## src/design/swc_pkg.sv

```systemverilog
package swc_pkg;

   localparam logic [11:0] SWC_ADDR_STANDBY = 12'h000;
   localparam logic [11:0] SWC_ADDR_PROC = 12'h004;
   localparam logic [11:0] SWC_ADDR_STATUS = 12'h008;

   localparam int SWC_STBY_FLAG_BIT = 0;
   localparam int SWC_TB_LOW_BIT = 2;
   localparam int SWC_TB_HIGH_BIT = 3;
   localparam int SWC_ST_OSC_BIT = 4;
   localparam int SWC_ST_CPU_BIT = 5;
   localparam int SWC_ST_XMS_BIT = 6;
   localparam logic [7:0] SWC_PROC_RESET = 8'h4E;

   localparam int SWC_CLK_HZ = 40_000_000;
   localparam int SWC_STAB_MIN_MS = 30;
   localparam int SWC_STAB_MIN_CYC = (SWC_STAB_MIN_MS * SWC_CLK_HZ + 999) / 1000;
   localparam int SWC_TIME_BASE_W = 24;

   typedef enum logic [2:0] {
      SWC_RUN,
      SWC_HALT,
      SWC_XFER,
      SWC_STOP,
      SWC_STAB
   } swc_state_t;

   typedef struct packed {
      swc_state_t state;
      logic xfer_is_ms;
      logic [SWC_TIME_BASE_W-1:0] time_base_counter;
      logic [7:0] proc_ctrl;
      logic [2:0] nmi_sync;
      logic nmi_filt;
      logic cpu_clk_en;
      logic periph_clk_en;
      logic osc_en;
      logic xfer_grant;
      logic time_base_irq_suppress;
      logic vector_take;
      logic resume_next;
      logic [31:0] prdata;
      logic pslverr;
   } swc_regs_t;

   localparam swc_regs_t SWC_REGS_RESET = '{
      state: SWC_RUN,
      xfer_is_ms: 1'b0,
      time_base_counter: 24'h00_0000,
      proc_ctrl: SWC_PROC_RESET,
      nmi_sync: 3'h0,
      nmi_filt: 1'b0,
      cpu_clk_en: 1'b1,
      periph_clk_en: 1'b1,
      osc_en: 1'b1,
      xfer_grant: 1'b0,
      time_base_irq_suppress: 1'b0,
      vector_take: 1'b0,
      resume_next: 1'b0,
      prdata: 32'h0000_0000,
      pslverr: 1'b0
   };

   typedef struct packed {
      logic flag;
   } swc_flag_regs_t;

endpackage : swc_pkg

```

## src/design/swc_standby_wakeup_control.sv

```systemverilog
`timescale 1ns/1ps
`default_nettype none

module swc_standby_flag
   import swc_pkg::*;
(
   input wire logic pclk,
   input wire logic por_n,
   input wire logic set_pulse,
   output logic flag
);
   swc_flag_regs_t f_reg;
   swc_flag_regs_t f_next;

   // presetn deliberately absent: the flag survives a pin reset
   always_comb begin
      f_next = f_reg;
      if (set_pulse) begin
         f_next.flag = 1'b1;
      end
   end

   always_ff @(posedge pclk or negedge por_n) begin
      if (!por_n) begin
         f_reg <= '0;
      end else begin
         f_reg <= f_next;
      end
   end

   assign flag = f_reg.flag;

   flag_sticky_a: assert property (@(posedge pclk) disable iff (!por_n)
      f_reg.flag |=> f_reg.flag)
      else $error("standby flag lost without power-up");

endmodule : swc_standby_flag

module swc_standby_wakeup_control
   import swc_pkg::*;
#(
   // half-interval cycle counts per interval select; defaults arbitrary
   parameter int unsigned STAB_CYC_0 = 32'h0008_0000,
   parameter int unsigned STAB_CYC_1 = 32'h0010_0000,
   parameter int unsigned STAB_CYC_2 = 32'h0020_0000,
   parameter int unsigned STAB_CYC_3 = 32'h0040_0000
)
(
   input wire logic pclk,
   input wire logic presetn,
   input wire logic por_n,
   input wire logic psel,
   input wire logic penable,
   input wire logic pwrite,
   input wire logic [11:0] paddr,
   input wire logic [31:0] pwdata,
   output logic [31:0] prdata,
   output logic pready,
   output logic pslverr,
   input wire logic halt_exec,
   input wire logic stop_exec,
   input wire logic nmi_pin,
   input wire logic irq_req,
   input wire logic irq_higher,
   input wire logic in_service,
   input wire logic ie_state,
   input wire logic ms_req,
   input wire logic dma_req,
   input wire logic xfer_done,
   input wire logic ms_count_zero,
   input wire logic ms_match,
   input wire logic dma_tc_zero,
   output logic cpu_clk_en,
   output logic periph_clk_en,
   output logic osc_en,
   output logic xfer_grant,
   output logic time_base_irq_suppress,
   output logic vector_take,
   output logic resume_next,
   output logic standby_flag
);
   swc_regs_t r_reg;
   swc_regs_t r_next;

   logic nmi_edge;
   logic irq_ok;
   logic xfer_release;
   logic wr_access;
   logic flag_set;
   logic [1:0] tb_sel;
   logic [SWC_TIME_BASE_W-1:0] time_base_load;

   // only the second and third stages are looked at
   assign nmi_edge = r_reg.nmi_sync[1] & r_reg.nmi_sync[2] & ~r_reg.nmi_filt;
   assign irq_ok = irq_req & (~in_service | irq_higher);
   assign xfer_release = r_reg.xfer_is_ms ? (ms_count_zero | ms_match) : dma_tc_zero;
   assign wr_access = psel & penable & pwrite;
   assign flag_set = wr_access & (paddr == SWC_ADDR_STANDBY) & pwdata[SWC_STBY_FLAG_BIT];
   assign tb_sel = {r_reg.proc_ctrl[SWC_TB_HIGH_BIT], r_reg.proc_ctrl[SWC_TB_LOW_BIT]};

   always_comb begin
      case (tb_sel)
         2'h0: time_base_load = SWC_TIME_BASE_W'(STAB_CYC_0 - 1);
         2'h1: time_base_load = SWC_TIME_BASE_W'(STAB_CYC_1 - 1);
         2'h2: time_base_load = SWC_TIME_BASE_W'(STAB_CYC_2 - 1);
         default: time_base_load = SWC_TIME_BASE_W'(STAB_CYC_3 - 1);
      endcase
   end

   swc_standby_flag u_flag (
      .pclk(pclk),
      .por_n(por_n),
      .set_pulse(flag_set),
      .flag(standby_flag)
   );

   always_comb begin
      r_next = r_reg;
      r_next.vector_take = 1'b0;
      r_next.resume_next = 1'b0;
      r_next.nmi_sync = {r_reg.nmi_sync[1:0], nmi_pin};
      if (r_reg.nmi_sync[1] == r_reg.nmi_sync[2]) begin
         r_next.nmi_filt = r_reg.nmi_sync[2];
      end

      case (r_reg.state)
         SWC_RUN: begin
            if (stop_exec) begin
               r_next.state = SWC_STOP;
            end else if (halt_exec) begin
               r_next.state = SWC_HALT;
            end
         end
         SWC_HALT: begin
            if (nmi_edge) begin
               r_next.state = SWC_RUN;
               r_next.vector_take = 1'b1;
            end else if (irq_ok) begin
               r_next.state = SWC_RUN;
               r_next.vector_take = ie_state;
               r_next.resume_next = ~ie_state;
            end else if (ms_req | dma_req) begin
               r_next.state = SWC_XFER;
               r_next.xfer_is_ms = ms_req;
            end
         end
         SWC_XFER: begin
            if (xfer_done) begin
               if (xfer_release) begin
                  r_next.state = SWC_RUN;
                  r_next.vector_take = ie_state;
                  r_next.resume_next = ~ie_state;
               end else begin
                  r_next.state = SWC_HALT;
               end
            end
         end
         SWC_STOP: begin
            // maskable, dma and macro-service requests are not looked at
            if (nmi_edge) begin
               r_next.state = SWC_STAB;
               r_next.time_base_counter = time_base_load;
            end
         end
         SWC_STAB: begin
            if (r_reg.time_base_counter == '0) begin
               r_next.state = SWC_RUN;
               r_next.vector_take = 1'b1;
            end else begin
               r_next.time_base_counter = r_reg.time_base_counter - 1'b1;
            end
         end
         default: begin
            r_next.state = SWC_RUN;
         end
      endcase

      // gates follow the next state so they switch on the boundary edge
      r_next.cpu_clk_en = (r_next.state == SWC_RUN);
      r_next.periph_clk_en = (r_next.state == SWC_RUN) || (r_next.state == SWC_HALT) ||
         (r_next.state == SWC_XFER);
      r_next.osc_en = (r_next.state != SWC_STOP);
      r_next.xfer_grant = (r_next.state == SWC_XFER);
      r_next.time_base_irq_suppress = (r_next.state == SWC_STAB);

      if (wr_access && (paddr == SWC_ADDR_PROC)) begin
         r_next.proc_ctrl = pwdata[7:0];
      end
      if (psel && !penable) begin
         r_next.pslverr = 1'b0;
         case (paddr)
            SWC_ADDR_STANDBY: r_next.prdata = {31'h0000_0000, standby_flag};
            SWC_ADDR_PROC: r_next.prdata = {24'h00_0000, r_reg.proc_ctrl};
            SWC_ADDR_STATUS: begin
               r_next.prdata = 32'h0000_0000;
               r_next.prdata[2:0] = r_reg.state;
               r_next.prdata[SWC_ST_OSC_BIT] = r_reg.osc_en;
               r_next.prdata[SWC_ST_CPU_BIT] = r_reg.cpu_clk_en;
               r_next.prdata[SWC_ST_XMS_BIT] = r_reg.xfer_is_ms;
            end
            default: begin
               r_next.prdata = 32'h0000_0000;
               r_next.pslverr = 1'b1;
            end
         endcase
      end
   end

   // pin reset in any state restarts as a normal reset
   always_ff @(posedge pclk or negedge presetn) begin
      if (!presetn) begin
         r_reg <= SWC_REGS_RESET;
      end else begin
         r_reg <= r_next;
      end
   end

   assign prdata = r_reg.prdata;
   assign pready = 1'b1;
   assign pslverr = r_reg.pslverr & psel & penable;
   assign cpu_clk_en = r_reg.cpu_clk_en;
   assign periph_clk_en = r_reg.periph_clk_en;
   assign osc_en = r_reg.osc_en;
   assign xfer_grant = r_reg.xfer_grant;
   assign time_base_irq_suppress = r_reg.time_base_irq_suppress;
   assign vector_take = r_reg.vector_take;
   assign resume_next = r_reg.resume_next;

   clk_gate_a: assert property (@(posedge pclk) disable iff (!presetn)
      r_reg.cpu_clk_en == (r_reg.state == SWC_RUN))
      else $error("cpu clock gate out of step with state");

   halt_periph_a: assert property (@(posedge pclk) disable iff (!presetn)
      (r_reg.state == SWC_HALT) |-> (osc_en && periph_clk_en && !cpu_clk_en))
      else $error("halt stopped more than the cpu clock");

   halt_nmi_a: assert property (@(posedge pclk) disable iff (!presetn)
      (r_reg.state == SWC_HALT && nmi_edge) |=> (vector_take && cpu_clk_en))
      else $error("nmi did not vector out of halt");

   halt_resume_a: assert property (@(posedge pclk) disable iff (!presetn)
      (r_reg.state == SWC_HALT && !nmi_edge && irq_ok && !ie_state)
      |=> (resume_next && !vector_take))
      else $error("disabled irq did not resume next instruction");

   halt_priority_a: assert property (@(posedge pclk) disable iff (!presetn)
      (r_reg.state == SWC_HALT && !nmi_edge && in_service && !irq_higher && !ms_req &&
      !dma_req) |=> (r_reg.state == SWC_HALT))
      else $error("low priority request released halt");

   xfer_rehalt_a: assert property (@(posedge pclk) disable iff (!presetn)
      (r_reg.state == SWC_XFER && xfer_done && !xfer_release)
      |=> (r_reg.state == SWC_HALT && !cpu_clk_en && !vector_take && !resume_next))
      else $error("unreleased transfer woke the cpu");

   xfer_release_a: assert property (@(posedge pclk) disable iff (!presetn)
      (r_reg.state == SWC_XFER && xfer_done && xfer_release)
      |=> (cpu_clk_en && (vector_take == $past(ie_state)) && (resume_next != vector_take)))
      else $error("released transfer exit wrong");

   stop_hold_a: assert property (@(posedge pclk) disable iff (!presetn)
      (r_reg.state == SWC_STOP && !nmi_edge) |=> (r_reg.state == SWC_STOP && !osc_en))
      else $error("stop left without nmi");

   stop_wake_a: assert property (@(posedge pclk) disable iff (!presetn)
      (r_reg.state == SWC_STOP && nmi_edge)
      |=> (osc_en && r_reg.state == SWC_STAB &&
      r_reg.time_base_counter == $past(time_base_load)))
      else $error("nmi did not restart oscillator and counter");

   stab_hold_a: assert property (@(posedge pclk) disable iff (!presetn)
      (r_reg.state == SWC_STAB && r_reg.time_base_counter != '0)
      |=> (r_reg.state == SWC_STAB && !cpu_clk_en && time_base_irq_suppress))
      else $error("clock released before stabilisation count");

   stab_end_a: assert property (@(posedge pclk) disable iff (!presetn)
      (r_reg.state == SWC_STAB && r_reg.time_base_counter == '0)
      |=> (cpu_clk_en && vector_take && !time_base_irq_suppress))
      else $error("stabilisation end not taken");

   halt_entry_a: assert property (@(posedge pclk) disable iff (!presetn)
      (r_reg.state == SWC_RUN && !stop_exec && halt_exec)
      |=> (r_reg.state == SWC_HALT && !cpu_clk_en && periph_clk_en))
      else $error("halt entry did not gate only the cpu clock");

   stop_entry_a: assert property (@(posedge pclk) disable iff (!presetn)
      (r_reg.state == SWC_RUN && stop_exec)
      |=> (r_reg.state == SWC_STOP && !osc_en && !periph_clk_en && !cpu_clk_en))
      else $error("stop entry left a clock running");

   halt_irq_a: assert property (@(posedge pclk) disable iff (!presetn)
      (r_reg.state == SWC_HALT && !nmi_edge && irq_ok && ie_state)
      |=> (vector_take && !resume_next && cpu_clk_en))
      else $error("enabled irq did not vector out of halt");

   xfer_start_a: assert property (@(posedge pclk) disable iff (!presetn)
      (r_reg.state == SWC_HALT && !nmi_edge && !irq_ok && (ms_req || dma_req))
      |=> (xfer_grant && !cpu_clk_en && (r_reg.xfer_is_ms == $past(ms_req))))
      else $error("transfer not started from halt");

   stop_ignore_a: assert property (@(posedge pclk) disable iff (!presetn)
      (r_reg.state == SWC_STOP && !nmi_edge)
      |=> (!xfer_grant && !vector_take && !resume_next && !cpu_clk_en))
      else $error("stop answered a request other than nmi");

   stab_clock_a: assert property (@(posedge pclk) disable iff (!presetn)
      time_base_irq_suppress
      |-> (osc_en && !cpu_clk_en && r_reg.state == SWC_STAB))
      else $error("suppress outside stabilisation");

   wake_excl_a: assert property (@(posedge pclk) disable iff (!presetn)
      !(vector_take && resume_next))
      else $error("vector and resume raised together");

   vector_pulse_a: assert property (@(posedge pclk) disable iff (!presetn)
      vector_take |=> !vector_take)
      else $error("vector request held too long");

   resume_pulse_a: assert property (@(posedge pclk) disable iff (!presetn)
      resume_next |=> !resume_next)
      else $error("resume request held too long");

   flag_set_a: assert property (@(posedge pclk) disable iff (!por_n)
      flag_set |=> standby_flag)
      else $error("standby flag write not taken");

endmodule : swc_standby_wakeup_control

`default_nettype wire

```

## config.mk

```make
export PLATFORM = sky130hd
export DESIGN_NAME = swc_standby_wakeup_control
export DESIGN_NICKNAME = d
export VERILOG_FILES = /design/src/design/swc_pkg.sv /design/src/design/swc_standby_wakeup_control.sv
export SDC_FILE = /design/constraint.sdc
export NUM_CORES = 1
export LEC_CHECK = 0
export BUFFER_PORTS_ARGS = -buffer_cell sky130_fd_sc_hd__buf_2
export CAP_MARGIN = 10
export CORE_MARGIN = 1.5
export CORE_UTILIZATION = 51
export CTS_CLUSTER_DIAMETER = 40
export DETAILED_ROUTE_END_ITERATION = 8
export GPL_ROUTABILITY_DRIVEN = 0
export PLACE_DENSITY = 0.8
export SLEW_MARGIN = 20
export SYNTH_ARGS = -nofsm -noshare
export SYNTH_HDL_FRONTEND = slang
export SYNTH_SLANG_ARGS = --single-unit
```

## constraint.sdc

```tcl
create_clock -name pclk -period 2.4 [get_ports pclk]
set_input_delay 0.12 -clock pclk [delete_from_list [all_inputs] [get_ports pclk]]
set_output_delay 0.12 -clock pclk [all_outputs]
set_load 0.05 [all_outputs]
```

Word-level counts from Yosys, hierarchy flattened

Cells that the tools add are included.

Logic and storage cells: 88
Input port bits: 63
Bits in registers: 81
Output and inout bits: 42

Add/sub/neg operators: 1
Bitwise operators: 17
Equal/unequal tests: 15
Multiplexer cells: 25
Reductions and logical operators: 14

Operators by type and width:

| kind                  | number |
|---|---|
| $pmux 22 s3           | 1 |
| $mux 24               | 2 |
| $pmux 24 s2           | 1 |
| $logic_not 24->1      | 1 |
| $pmux 8 s3            | 1 |
| $sub 24x1->24 const B | 1 |
| $mux 3                | 7 |
| $pmux 3 s5            | 1 |
| $eq 12x3->1 const B   | 1 |
| $eq 12x4->1 const B   | 1 |
| $logic_not 12->1      | 1 |
| $and 1x1->1           | 9 |
| $eq 3x2->1 const B    | 3 |
| $eq 3x1->1 const B    | 2 |
| $eq 3x3->1 const B    | 2 |
| $logic_not 3->1       | 2 |
| $mux 1                | 6 |
| $mux 2                | 3 |
| $not 1->1             | 5 |
| $mux 4                | 1 |
| $ne 2x2->1 const B    | 2 |
| $reduce_and 4->1      | 1 |
| $ne 3x2->1 const B    | 1 |
| $or 1x1->1            | 3 |
| 12 further kinds      | 14 |

Depth between registers and ports, before layout

Depth after elaboration: 9
Mapped depth: 7
Mapped depth without buffers: 7

Hierarchy

A second synthesis with hierarchy kept.

Cell total of the unflattened synthesis: 316
Area, all modules: 3119.2 µm²

Modules (own cells, without submodules):

| module                     | cells each | seq. area each (µm²) | instances | area each (µm²) |
|---|---|---|---|---|
| swc_standby_wakeup_control | 314        | 1410.1               | 1         | 3088.0 |
| swc_standby_flag           | 2          | 25.0                 | 1         | 31.3 |

Least setup slack after synthesis

OpenSTA, ideal clock, no wires.

Path type: reg-to-reg
From: register r_reg[56] in the netlist's numbering
To: register r_reg[65] in the netlist's numbering
Data arrival time: 1.835 ns
Library setup time: 0.132 ns
Slack: 0.433 ns
Path buffers: 0
Required time: 2.268 ns
Cell stages (with the launch flop): 6
Period minus slack after synthesis: 1.967 ns
Cell sequence: dfrtp_1 nor4_4 nand3_2 or3_1 o21ai_1 or3b_1

Word-level cells in the longest chain between the ends: 3
Elaborated cells on any way between the ends: 6
Those cells by class: 1 x add/sub; 1 x eq/ne; 2 x mux; 2 x reduce/logical

Ends and longest elaborated chain:

| element                                           | RTL line                                                             | RTL |
|---|---|---|
| start: declaration                                | swc_standby_wakeup_control.sv:82                                     | `swc_regs_t r_reg;` |
| start signal: assignment                          | swc_standby_wakeup_control.sv:214                                    | `r_reg <= r_next;` |
| $sub 24x1->24 or $logic_not 24->1 (tied branches) | swc_standby_wakeup_control.sv:170, swc_standby_wakeup_control.sv:166 |  |
| $mux 24 or $ne 2x2->1 (tied branches)             | n/a                                                                  |  |
| $pmux 24 s2 or $reduce_and 3->1 (tied branches)   | n/a                                                                  |  |

Several ways; a longest one is shown, not always the timed one. The select of a mux whose other input is x is not followed.
A chain may end at the register's enable or synchronous reset.

Worst setup path in the final report

From: register r_reg[56] in the netlist's numbering
To: register r_reg[74] in the netlist's numbering

The elaborated chain is that of the path after synthesis.

==> impl_metrics.json <==
{
  "status": "completed",
  "syn_to_final_growth_pct": 19.0,
  "holdCritPathClass": "primary input to flip-flop",
  "via_per_inst": 5.58,
  "fp.dieH_um": 81.1,
  "tightestPinTransition_ns": 0.632,
  "slowest_delay_ns": 0.56,
  "finalClockSkew_ns": 0.00614,
  "max_slew_margin_pct": 57.8,
  "yosysTopAreaCell": "dfrtp_1",
  "clock_latency_ns": 0.34,
  "fmax_mhz": 453,
  "num_rows": 28,
  "dpl_cell_area_um2": 3390,
  "max_cap_viol_count": 0,
  "grt_pass1_vias": 2408,
  "power.density_nw_per_um2": 954,
  "drc": 0,
  "drv_slew": 0,
  "synth.cell_area_um2": 3110,
  "port_buffers": 55,
  "dpl.cell_count": 444,
  "final_cell_area_um2": 3700,
  "postCtsResizedCells": 0,
  "post_cts_buffers": 0,
  "syn_inst": 320,
  "grt.met2_usage_pct": 37.4,
  "cts-root-buf": "clkbuf_8",
  "htreeDepth": 3,
  "drive_gt1_share_pct": 29.9,
  "wl_um": 6640,
  "rsz0062_at_grt": "no",
  "yosysWarnings": 0,
  "met3_usage_pct": 8.09,
  "cts_tree": "built",
  "netlist.area_leader.share_pct": 40.2,
  "syn_area_per_cell_um2": 9.73,
  "grt.busiest_layer": "met2",
  "grt_max_degree": 23,
  "hold_viol": 0,
  "met1_usage_pct": 25.6,
  "slowest_stage": "or4b_1",
  "ir_drop_mv": 0.711,
  "tns_ns": 0,
  "min_period_over_period_pct": 92.0,
  "ys_top_cells_by_count": "50 x dfrtp_1, 33 x buf_4, 26 x nand2_1",
  "fp.coreArea_um2": 5920,
  "num_io_pins": 105,
  "synthTopCellsByArea": "dfrtp_1 40%, buf_4 8.0%, dfstp_2 5.9%",
  "cp.required_ns": 2.68,
  "numCtsBuffers": 9,
  "ys_seq_area_share_pct": 46.1,
  "yosysMostFrequentCell": "dfrtp_1",
  "n_antenna_cell": 0,
  "vias": 2601,
  "hpwlAfterDp_um": 4760,
  "grt_antenna_before_repair": 0,
  "crit_family": "simple AND/OR/NAND/NOR gates",
  "period_minus_slack_ns": 2.21,
  "wl_per_cell_um": 14.3,
  "grt_pass1_wl_um": 10800,
  "initial_utilization_pct": 52.6,
  "end_kind": "flip-flop",
  "hold_buffers": 6,
  "clock-sinks": 57,
  "crit_arrival_ns": 2.49,
  "worst-path-buf-inv": 0,
  "cts.clk_slew.worst_paths_ns": 0.07,
  "grt_usage_pct": 22.1,
  "path_cells": "nor4_4 > nand2_2 > or4b_1 > or3_1 > nand2_1",
  "setup_violations": 0,
  "synth_edf_count": 0,
  "setup.worst_path.class": "flip-flop to flip-flop",
  "nNetsFinal": 452,
  "die_area_um2": 6580,
  "grt_overflow_total": 0,
  "synth-async-reset-ratio_pct": 100,
  "largest_reg_flops": 39,
  "critical_path.startpoint_type": "flip-flop",
  "ys_types": 54,
  "leakagePower_nw": 1.68,
  "drt_iter0_markers": 143,
  "cts.path.max_buffers": 2,
  "antenna_left": 0,
  "stdcell_count": 466,
  "ys_ff_latch": 57,
  "die_x_um": 81.1,
  "first_pass_iters": 4,
  "ys.flop_type": "dfrtp_1",
  "path_max_fanout": 10
}
==> metrics by stage <==
| step | worst slack, ns | total power [mW] | utilization, % | hold slack [ns] |
|---|---|---|---|---|
| 3_3_place_gp | 0.276 | 2.36 | 57.3 | -0.105 |
| 3_5_place_dp | 0.227 | 2.40 | 57.3 | -0.101 |
| 6_report | 0.191 | 3.54 | 62.6 | 0.0222 |
| 5_1_grt | 0.0686 | 3.74 | 62.6 | 0.00603 |
| 4_1_cts | 0.203 | 3.56 | 62.6 | 0.00485 |
| 2_1_floorplan | 0.433 | 2.18 | - | -0.176 |
==> path summary, 6_finish.rpt <==
kind / startpoint / to / slack (ns) / depth (start not counted)
max in group asynchronous: presetn / periph_clk_en$_DFF_PN1_ / 1.55 / 3
min: pwdata[5] / r_reg[49]$_DFFE_PN0P_ / 0.02 / 2
max reg2reg: r_reg[56]$_DFFE_PN0P_ / r_reg[74]$_DFFE_PN0P_ / 0.19 / 5
max: r_reg[56]$_DFFE_PN0P_ / r_reg[74]$_DFFE_PN0P_ / 0.19 / 5
min in group asynchronous: por_n / u_flag.flag$_DFFE_PN0P_ / 0.08 / 2
min reg2reg: r_next[42]$_DFF_PN0_ / r_next[43]$_DFF_PN0_ / 0.35 / 0
==> cells in the final DEF, fill, tap and decap left out, types with 6 or more instances in the layout <==
cell type	instances
a21oi_1	12
and3_1	9
buf_2	55
buf_4	16
clkbuf_8	11
conb_1	25
dfrtp_1	50
dfstp_2	7
dlygate4sd3_1	6
mux2_2	9
nand2_1	26
nand2b_1	7
nand3_1	9
nand4_1	6
nor2_1	19
nor3_1	15
o211ai_1	6
o21ai_0	12
o31ai_1	12
==> logic make-up after synthesis <==
group | after synthesis | synth area share [%]
adder cells (fa/ha/maj) | 3 | 1.21
buffers and inverters | 50 | 10.2
multiplexers | 12 | 4.22
other | 2 | 0.241
XOR/XNOR | 3 | 0.844
AND/OR/NAND/NOR | 127 | 23.4
AO/OA/AOI/OAI | 66 | 13.8
flip-flops | 57 | 46.1
==> final cells by class <==
| type | instances | area (um^2) |
|---|---|---|
| tap | 75 | 93.8 |
| clock buffer | 12 | 155 |
| fill | 504 | 2220 |
| multi-input combinational | 236 | 1450 |
| inverter | 5 | 18.8 |
| sequential | 57 | 1440 |
| timing repair buffer | 77 | 455 |
| clock inverter | 4 | 98.8 |
==> where the power goes <==
| group | leakage (nW) | switching, mW | internal [mW] |
|---|---|---|---|
| Sequential | 0.686 | 0.281 | 1.21 |
| Combinational | 0.872 | 0.592 | 0.325 |
| Clock | 0.127 | 0.382 | 0.749 |
==> layer usage <==
| metal | routed length (um) | up-vias |
|---|---|---|
| li1 | - | 1244 |
| met1 | 2800 | 1256 |
| met2 | 3350 | 94 |
| met3 | 405 | 7 |
| met4 | 86 | 0 |
| met5 | 0 | - |
Note: power is estimated with default switching activity, not from simulation.
